### src/core/spi_pkg.sv
// constants, register map and carrier types of the serial peripheral master
// assumes a 250 MHz core clock and a 32-bit classic Wishbone register port
package spi_pkg;

  // ----------------------------------------------------------------
  // clock and bit-rate limits
  // ----------------------------------------------------------------
  localparam int unsigned CLK_HZ  = 250_000_000;
  localparam int unsigned MIN_BPS = 960_000;
  localparam int unsigned MAX_BPS = 25_000_000;
  // half serial period in core cycles: fastest rounds up, slowest rounds down
  localparam logic [7:0] HALF_MIN = 8'((CLK_HZ + 2 * MAX_BPS - 1) / (2 * MAX_BPS));
  localparam logic [7:0] HALF_MAX = 8'(CLK_HZ / (2 * MIN_BPS));

  // ----------------------------------------------------------------
  // word length limits
  // ----------------------------------------------------------------
  localparam logic [5:0] LEN_MIN = 6'h04;
  localparam logic [5:0] LEN_MAX = 6'h20;

  // ----------------------------------------------------------------
  // register offsets (byte addresses)
  // ----------------------------------------------------------------
  localparam logic [7:0] OFS_CTRL = 8'h00;
  localparam logic [7:0] OFS_DIV  = 8'h04;
  localparam logic [7:0] OFS_TX   = 8'h08;
  localparam logic [7:0] OFS_RX   = 8'h0C;
  localparam logic [7:0] OFS_STAT = 8'h10;

  // ----------------------------------------------------------------
  // field positions
  // ----------------------------------------------------------------
  localparam int unsigned CTRL_CPOL = 0;
  localparam int unsigned CTRL_CPHA = 1;
  localparam int unsigned CTRL_EN   = 2;
  localparam int unsigned CTRL_LEN  = 8;
  localparam int unsigned STAT_BUSY = 0;
  localparam int unsigned STAT_DONE = 1;
  localparam int unsigned STAT_DROP = 2;

  // ----------------------------------------------------------------
  // values after reset
  // ----------------------------------------------------------------
  localparam logic [5:0]  LEN_RST  = 6'h20;
  localparam logic [7:0]  DIV_RST  = 8'h82;
  localparam logic [31:0] WORD_RST = 32'h0000_0000;

  // ----------------------------------------------------------------
  // carrier types
  // ----------------------------------------------------------------
  typedef struct packed {
    logic [5:0] len;
    logic       en;
    logic       cpha;
    logic       cpol;
  } ctrl_s;

  typedef struct packed {
    logic sclk;
    logic mosi;
    logic ss_n;
  } pins_s;

  typedef enum logic [1:0] {ST_IDLE, ST_SETUP, ST_RUN, ST_HOLD} spi_state_e;

endpackage : spi_pkg

### src/core/spi_bus_master.sv
// four-wire serial peripheral master with a classic Wishbone register port
// assumes the slave answers on serial_data_in synchronous to clock
`timescale 1ns/100ps

module spi_bus_master (
  // clock and reset
  input  wire logic        clock,
  input  wire logic        rst,
  // wishbone register port
  input  wire logic        cyc,
  input  wire logic        stb,
  input  wire logic        we,
  input  wire logic [7:0]  adr,
  input  wire logic [3:0]  sel,
  input  wire logic [31:0] dat_w,
  output logic      [31:0] dat_r,
  output logic             ack,
  // serial bus
  output logic             serial_clock_out,
  output logic             serial_data_out,
  input  wire logic        serial_data_in,
  output logic             master_ready_select_n,
  output logic             pins_oe_n
);

  // ----------------------------------------------------------------
  // helpers
  // ----------------------------------------------------------------
  function automatic logic [31:0] lane_merge(input logic [31:0] old_v,
                                             input logic [31:0] new_v,
                                             input logic [3:0]  be);
    logic [31:0] r;
    r = old_v;
    for (int i = 0; i < 4; i++) begin
      if (be[i]) begin
        r[i*8 +: 8] = new_v[i*8 +: 8];
      end
    end
    return r;
  endfunction : lane_merge

  function automatic logic [31:0] low_mask(input logic [5:0] n);
    logic [31:0] m;
    m = 32'hFFFF_FFFF;
    if (n < spi_pkg::LEN_MAX) begin
      m = ~(32'hFFFF_FFFF << n);
    end
    return m;
  endfunction : low_mask

  function automatic logic [7:0] clamp_range(input logic [7:0] v,
                                             input logic [7:0] lo,
                                             input logic [7:0] hi);
    logic [7:0] r;
    r = v;
    if (v < lo) begin
      r = lo;
    end else if (v > hi) begin
      r = hi;
    end
    return r;
  endfunction : clamp_range

  // ----------------------------------------------------------------
  // state
  // ----------------------------------------------------------------
  spi_pkg::ctrl_s      ctrl_q,  ctrl_d;
  logic [7:0]          div_q,   div_d;
  logic [31:0]         rx_q,    rx_d;
  logic                done_q,  done_d;
  logic                drop_q,  drop_d;
  logic                ack_q,   ack_d;
  logic [31:0]         rdat_q,  rdat_d;
  spi_pkg::spi_state_e st_q,    st_d;
  logic [31:0]         tx_sh_q, tx_sh_d;
  logic [31:0]         rx_sh_q, rx_sh_d;
  logic [5:0]          wlen_q,  wlen_d;
  logic                wcpha_q, wcpha_d;
  logic [6:0]          edge_q,  edge_d;
  spi_pkg::pins_s      pins_q,  pins_d;
  logic                oe_n_q,  oe_n_d;

  logic                req;
  logic                wr;
  logic                tick;
  logic                leading;
  logic [31:0]         wrd;
  logic [31:0]         ctrl_rd;
  logic [5:0]          len_cl;
  logic [7:0]          half_cl;
  logic                tx_wr;
  logic                busy;

  // ack_q gates req so a strobe held over the ack cycle is taken once
  assign req   = cyc & stb & ~ack_q;
  assign wr    = req & we;
  assign tx_wr = wr && adr == spi_pkg::OFS_TX;
  assign busy  = st_q != spi_pkg::ST_IDLE;

  assign len_cl  = 6'(clamp_range({2'b00, ctrl_q.len}, {2'b00, spi_pkg::LEN_MIN},
                                  {2'b00, spi_pkg::LEN_MAX}));
  assign half_cl = clamp_range(div_q, spi_pkg::HALF_MIN, spi_pkg::HALF_MAX);

  assign ctrl_rd = {18'h0_0000, ctrl_q.len, 5'h00, ctrl_q.en, ctrl_q.cpha, ctrl_q.cpol};
  assign leading = ~edge_q[0];

  // ----------------------------------------------------------------
  // serial clock divider
  // ----------------------------------------------------------------
  // half-period ticks
  spi_rate_tick u_tick (
    .clock (clock),
    .rst   (rst),
    .run   (busy),
    .half  (half_cl),
    .tick  (tick)
  );

  // ----------------------------------------------------------------
  // next state
  // ----------------------------------------------------------------
  always_comb begin
    ctrl_d  = ctrl_q;
    div_d   = div_q;
    rx_d    = rx_q;
    done_d  = done_q;
    drop_d  = drop_q;
    ack_d   = req;
    rdat_d  = rdat_q;
    st_d    = st_q;
    tx_sh_d = tx_sh_q;
    rx_sh_d = rx_sh_q;
    wlen_d  = wlen_q;
    wcpha_d = wcpha_q;
    edge_d  = edge_q;
    pins_d  = pins_q;
    // pads stay driven until a running word has ended
    oe_n_d  = ~(ctrl_q.en | busy);
    wrd     = 32'h0000_0000;

    // register reads and writes
    if (req) begin
      rdat_d = 32'h0000_0000;
      if (adr == spi_pkg::OFS_CTRL) begin
        rdat_d = ctrl_rd;
        if (we) begin
          wrd         = lane_merge(ctrl_rd, dat_w, sel);
          ctrl_d.cpol = wrd[spi_pkg::CTRL_CPOL];
          ctrl_d.cpha = wrd[spi_pkg::CTRL_CPHA];
          ctrl_d.en   = wrd[spi_pkg::CTRL_EN];
          ctrl_d.len  = wrd[spi_pkg::CTRL_LEN +: 6];
        end
      end else if (adr == spi_pkg::OFS_DIV) begin
        rdat_d = {24'h00_0000, div_q};
        if (we) begin
          wrd   = lane_merge({24'h00_0000, div_q}, dat_w, sel);
          div_d = wrd[7:0];
        end
      end else if (adr == spi_pkg::OFS_RX) begin
        rdat_d = rx_q;
      end else if (adr == spi_pkg::OFS_STAT) begin
        rdat_d[spi_pkg::STAT_BUSY] = busy;
        rdat_d[spi_pkg::STAT_DONE] = done_q;
        rdat_d[spi_pkg::STAT_DROP] = drop_q;
        if (we && sel[0]) begin
          done_d = done_q & ~dat_w[spi_pkg::STAT_DONE];
          drop_d = drop_q & ~dat_w[spi_pkg::STAT_DROP];
        end
      end
    end

    // serial engine
    case (st_q)
      spi_pkg::ST_IDLE: begin
        pins_d.sclk = ctrl_q.cpol;
        pins_d.ss_n = 1'b1;
        if (tx_wr && ctrl_q.en) begin
          wrd     = lane_merge(32'h0000_0000, dat_w, sel);
          tx_sh_d = 32'(wrd << (6'h20 - len_cl));
          wlen_d  = len_cl;
          wcpha_d = ctrl_q.cpha;
          edge_d  = 7'h00;
          pins_d.ss_n = 1'b0;
          st_d        = spi_pkg::ST_SETUP;
          if (!ctrl_q.cpha) begin
            // first bit ahead of the leading edge
            pins_d.mosi = tx_sh_d[31];
            tx_sh_d     = {tx_sh_d[30:0], 1'b0};
          end
        end else if (tx_wr) begin
          drop_d = 1'b1;
        end
      end
      spi_pkg::ST_SETUP: begin
        if (tick) begin
          st_d = spi_pkg::ST_RUN;
        end
      end
      spi_pkg::ST_RUN: begin
        if (tick) begin
          // toggle, then drive or sample per phase
          pins_d.sclk = ~pins_q.sclk;
          edge_d      = 7'(edge_q + 7'h01);
          if (leading ^ wcpha_q) begin
            rx_sh_d = {rx_sh_q[30:0], serial_data_in};
          end else if (edge_d != {wlen_q, 1'b0}) begin
            pins_d.mosi = tx_sh_q[31];
            tx_sh_d     = {tx_sh_q[30:0], 1'b0};
          end
          if (edge_d == {wlen_q, 1'b0}) begin
            st_d = spi_pkg::ST_HOLD;
          end
        end
      end
      spi_pkg::ST_HOLD: begin
        if (tick) begin
          // select held past the last bit
          pins_d.ss_n = 1'b1;
          rx_d        = rx_sh_q & low_mask(wlen_q);
          done_d      = 1'b1;
          st_d        = spi_pkg::ST_IDLE;
        end
      end
      default: begin
        st_d = spi_pkg::ST_IDLE;
      end
    endcase

    // a drop caught with a clear still counts
    if (!busy && tx_wr && !ctrl_q.en) begin
      drop_d = 1'b1;
    end
    if (busy && tx_wr) begin
      drop_d = 1'b1;
    end
  end

  // ----------------------------------------------------------------
  // registers
  // ----------------------------------------------------------------
  always_ff @(posedge clock) begin
    if (rst) begin
      ctrl_q  <= '{len: spi_pkg::LEN_RST, en: 1'b0, cpha: 1'b0, cpol: 1'b0};
      div_q   <= spi_pkg::DIV_RST;
      rx_q    <= spi_pkg::WORD_RST;
      done_q  <= 1'b0;
      drop_q  <= 1'b0;
      ack_q   <= 1'b0;
      rdat_q  <= spi_pkg::WORD_RST;
      st_q    <= spi_pkg::ST_IDLE;
      tx_sh_q <= spi_pkg::WORD_RST;
      rx_sh_q <= spi_pkg::WORD_RST;
      wlen_q  <= spi_pkg::LEN_RST;
      wcpha_q <= 1'b0;
      edge_q  <= 7'h00;
      pins_q  <= '{sclk: 1'b0, mosi: 1'b0, ss_n: 1'b1};
      oe_n_q  <= 1'b1;
    end else begin
      ctrl_q  <= ctrl_d;
      div_q   <= div_d;
      rx_q    <= rx_d;
      done_q  <= done_d;
      drop_q  <= drop_d;
      ack_q   <= ack_d;
      rdat_q  <= rdat_d;
      st_q    <= st_d;
      tx_sh_q <= tx_sh_d;
      rx_sh_q <= rx_sh_d;
      wlen_q  <= wlen_d;
      wcpha_q <= wcpha_d;
      edge_q  <= edge_d;
      pins_q  <= pins_d;
      oe_n_q  <= oe_n_d;
    end
  end

  // ----------------------------------------------------------------
  // outputs
  // ----------------------------------------------------------------
  assign dat_r                 = rdat_q;
  assign ack                   = ack_q;
  assign serial_clock_out      = pins_q.sclk;
  assign serial_data_out       = pins_q.mosi;
  assign master_ready_select_n = pins_q.ss_n;
  assign pins_oe_n             = oe_n_q;

endmodule : spi_bus_master

### src/core/spi_rate_tick.sv
// half-period enable generator for the serial clock
// assumes half is already clamped to the legal range by the caller
`timescale 1ns/100ps

module spi_rate_tick (
  // clock and reset
  input  wire logic       clock,
  input  wire logic       rst,
  // control
  input  wire logic       run,
  input  wire logic [7:0] half,
  // enable out
  output logic            tick
);

  logic [7:0] cnt_q;
  logic [7:0] cnt_d;
  logic       tick_q;
  logic       tick_d;

  always_comb begin
    cnt_d  = cnt_q;
    tick_d = 1'b0;
    if (!run) begin
      cnt_d = 8'h00;
    // >= so a shorter half taken mid-word ends the count at once
    end else if (cnt_q >= 8'(half - 8'h01)) begin
      cnt_d  = 8'h00;
      tick_d = 1'b1;
    end else begin
      cnt_d = 8'(cnt_q + 8'h01);
    end
  end

  always_ff @(posedge clock) begin
    if (rst) begin
      cnt_q  <= 8'h00;
      tick_q <= 1'b0;
    end else begin
      cnt_q  <= cnt_d;
      tick_q <= tick_d & run;
    end
  end

  assign tick = tick_q & run;

endmodule : spi_rate_tick

### config.mk
export PLATFORM = sky130hd
export DESIGN_NAME = spi_bus_master
export DESIGN_NICKNAME = d
export VERILOG_FILES = /design/src/core/spi_pkg.sv /design/src/core/spi_bus_master.sv /design/src/core/spi_rate_tick.sv
export SDC_FILE = /design/constraint.sdc
export NUM_CORES = 1
export LEC_CHECK = 0
export BUFFER_PORTS_ARGS = -buffer_cell sky130_fd_sc_hd__buf_2
export CAP_MARGIN = 20
export CORE_MARGIN = 1
export CORE_UTILIZATION = 45
export DETAILED_ROUTE_END_ITERATION = 8
export GPL_TIMING_DRIVEN = 0
export HOLD_SLACK_MARGIN = 0.08
export PLACE_DENSITY = 0.75
export SKIP_LAST_GASP = 1
export SYNTH_ARGS = -nofsm -noshare
export SYNTH_HDL_FRONTEND = slang
export SYNTH_SLANG_ARGS = --single-unit
### constraint.sdc
create_clock -name clock -period 3.4 [get_ports clock]
set_input_delay 0.68 -clock clock [delete_from_list [all_inputs] [get_ports clock]]
set_output_delay 0.68 -clock clock [all_outputs]
set_load 0.01 [all_outputs]
==> results_dict.tcl <==
set metrics [dict create \
    cp.arrival_ps 3640 \
    place_area_um2 10950 \
    p_per_area_nw_per_um2 372.8 \
    cts_tree "yes" \
    dp_hpwl_um 25060 \
    io_pins 87 \
    fmax_mhz 300.6 \
    drc 8 \
    violations "DRC" \
    coreArea_um2 21960 \
    crit_fanout 13 \
    cp-startpoint "ctrl_q[7]$_SDFFE_PP0P_" \
    synthArstFlopShare_pct 0 \
    hold_path_class "flop to flop" \
    cp_data_required_time_ps 3720 \
    grt_max_degree 22 \
    r2r_slack_ps 70 \
    r2r_start "ctrl_q[7]$_SDFFE_PP0P_" \
    port_buffers 85 \
    cts_hold_buf 0 \
    setup.worst_path.class "flop to flop" \
    outcome "finished with violations" \
    gp_congestion 0.9848 \
    fin_crit_ps 3327 \
    endpoint "tx_sh_q[11]$_SDFFE_PP0P_" \
    worstSkewPairLatency_ps 440 \
    wl_per_cell_um 20.18 \
    crit_path_end_kind "flop" \
    drive_above_1_share_pct 20.44 \
    max_slew_margin_pct 32.29 \
    row_count 54 \
    ys_seq_elements 177 \
    viasPerCell 6.288 \
    dieArea_um2 23190 \
    clkSinkCount 177 \
    syn_nets 1337 \
    clockBufferDepth 2 \
    first_pass_iters 8 \
    grt_pass1_vias 9792 \
    vdd_drop_max_uv 389.5 \
    worst_pin_slew_ps 1007 \
    start_util_pct 46.28 \
    nets 1477 \
    seq_area_frac_synth_pct 34.86 \
    stdcell_area_um2 12330 \
    rr_endpoint "tx_sh_q[11]$_SDFFE_PP0P_" \
    antennaDiodeCount 0 \
    synth_edf_count 0 \
    finalSetupViolCount 0 \
    overflow 0 \
    p_leak_uw 0.004493 \
    clk_pin_slew_ps 80 \
    syn_inst 1271 \
    root_buffer "clkbuf_16" \
    avgSynthCellArea_um2 7.996 \
    ant_nets 0 \
    yosys.cell_types.count 81 \
    area_growth_pct 21.33 \
    grt_pass1_wl_um 53130 \
    dieWidth_um 152.3 \
    drt-total-wl_um 34380 \
    ys_warn_count 0 \
    grt_antenna_before_repair 0 \
    die_y_um 152.3 \
    synth_flop_cell "dfxtp_1" \
    cp-start-kind "flop" \
    h-tree-depth 4 \
    finalCritPeriodShare_pct 97.86 \
    clock_skew_ps 13.01 \
    numCtsBuffers 17 \
    vias 10710 \
    synth.cell_area_um2 10160 \
    fill_cells 1992 \
    p_total_uw 4597 \
    maxCapViolCount 0 \
    globalRouteTotalUtil_pct 28.93 \
    finalMaxSlewViolations 0 \
    hold_viol_final 0 \
    r2r_cells 13 \
    drtIter0Drc 1007 \
]
[where the power goes]
part / internal (uW) / total, uW / switching, uW
sequential: 2090 / 2100 / 16.5
combinational: 162 / 475 / 313
clock: 1010 / 2020 / 1010
total: 3260 / 4600 / 1340
[critical path: stages, from the launching register on]
cell	delay (ps)
dfxtp_1	310
clkbuf_8	170
nor3_4	320
nor2_4	90
clkinv_4	150
ha_4	250
buf_8	140
mux2_4	320
and2_1	160
mux4_2	540
a211oi_2	270
a21oi_2	70
a221oi_2	330
nor3_1	80
[how the worst min path moves through the flow]
stage | start | to | slack (ps) | cells past startpoint
after global placement | rx_q[27]$_SDFFE_PP0P_ | rx_q[27]$_SDFFE_PP0P_ | 430 | 2
after detailed placement | rx_q[27]$_SDFFE_PP0P_ | rx_q[27]$_SDFFE_PP0P_ | 430 | 2
after floorplan | rx_q[10]$_SDFFE_PP0P_ | rx_q[10]$_SDFFE_PP0P_ | 420 | 2
after global routing | rx_q[25]$_SDFFE_PP0P_ | rx_q[25]$_SDFFE_PP0P_ | 460 | 2
after CTS | rx_q[27]$_SDFFE_PP0P_ | rx_q[27]$_SDFFE_PP0P_ | 450 | 2
final | rx_q[27]$_SDFFE_PP0P_ | rx_q[27]$_SDFFE_PP0P_ | 440 | 2
[cell usage after synthesis, types with 4 or more instances]
master | n | area, um^2
nand2b_1 | 9 | 56.30
a32o_1 | 12 | 120.1
o21ai_0 | 39 | 195.2
xor2_1 | 6 | 52.55
a21boi_0 | 9 | 67.56
a211oi_1 | 39 | 292.8
o31ai_1 | 5 | 37.54
a21oi_1 | 109 | 545.5
inv_1 | 21 | 78.83
and2_1 | 19 | 118.9
a31oi_1 | 11 | 68.82
a222oi_1 | 6 | 60.06
a22oi_1 | 25 | 187.7
o22ai_1 | 7 | 43.79
a21o_1 | 7 | 52.55
mux2_2 | 14 | 157.7
a211o_1 | 4 | 35.03
o211ai_1 | 26 | 195.2
dfxtp_1 | 177 | 3543
nand2_1 | 164 | 615.6
nand3_1 | 40 | 200.2
a221oi_1 | 18 | 157.7
nor2b_1 | 8 | 50.05
ha_1 | 16 | 200.2
and3b_1 | 7 | 61.31
or3_1 | 9 | 56.30
nand4_1 | 15 | 93.84
mux2i_1 | 45 | 450.4
clkbuf_1 | 75 | 281.5
nor3_1 | 47 | 235.2
o2111ai_1 | 4 | 35.03
buf_4 | 4 | 30.03
nor2_1 | 128 | 480.5
a311oi_1 | 7 | 61.31
and3_1 | 13 | 81.33
buf_2 | 16 | 80.08
or2_2 | 7 | 43.79
nor4_1 | 15 | 93.84
mux4_2 | 10 | 225.2
xnor2_1 | 11 | 96.34
a32oi_1 | 5 | 43.79
[cell type report]
cell class                 count  area [um^2]  area share (%)
buffer                        99        506.7           4.109
clock buffer                  17        425.4           3.450
clock inverter                15        209.0           1.694
inverter                      24        98.84          0.8015
multi-input combinational    969         6466           52.44
sequential                   177         3547           28.76
tap                          280        350.3           2.841
timing repair buffer         123        728.2           5.905
[flip-flops by register name (all words and copies together) (netlist names), 2 cells and up]
register / cells
edge_q: 7
dat_r: 32
tx_sh_q: 32
rx_q: 32
ctrl_q: 9
st_q: 2
rx_sh_q: 32
wlen_q: 6
div_q: 8
u_tick.cnt_q: 8
[placed cells by master (no fill, tap or decap), drive strengths merged, types with 19 or more instances in the layout]
cell	instances
a211oi	39
a21oi	110
a22oi	25
and2	19
buf	147
clkbuf	92
dfxtp	177
inv	25
mux2i	45
nand2	164
nand3	40
nor2	130
nor3	49
o211ai	26
o21ai	40
[metrics by stage]
stage / hold slack (ps) / std cells / worst slack (ps) / utilization, % / TNS [ps]
2_1_floorplan: 416.2 / 1271 / 16.14 / - / 0
3_3_place_gp: 428.7 / 1636 / -1307 / 49.83 / -29220
3_5_place_dp: 433.9 / 1636 / -1302 / 49.86 / -28090
4_1_cts: 445.8 / 1681 / 2.497 / 54.44 / 0
5_1_grt: 462.6 / 1704 / -14.41 / 56.16 / -64.25
6_report: 441.4 / 1704 / 72.83 / 56.16 / 0
[metal layers]
metal	part of all wire (%)	track usage (%)	wire length, um	vias up
li1	-	-	-	5015
met1	41	37.04	14250	5054
met2	46	46.08	15750	532
met3	7.8	5.603	2696	113
met4	4.9	15.45	1682	0
met5	0	0	0	-
[logic make-up (layout without fill, tap and decap cells)]
group / Yosys count / in the layout / synth area share [%]
simple gates: 498 / 498 / 23.33
compound gates: 368 / 368 / 24.84
flops: 177 / 177 / 34.86
buf+inv: 125 / 278 / 5.232
mux: 69 / 69 / 8.199
fa+ha+maj: 17 / 17 / 2.068
xor+xnor: 17 / 17 / 1.465
[what timing repair did]
item / CTS / global route
setup buffers: 13 / 24
gates resized for setup: 66 / 51
pin swaps: 19 / 21
cloned: 0 / 1
endpoints found under the setup margin: 33 / 38
Power figures use the tool's default switching activity.
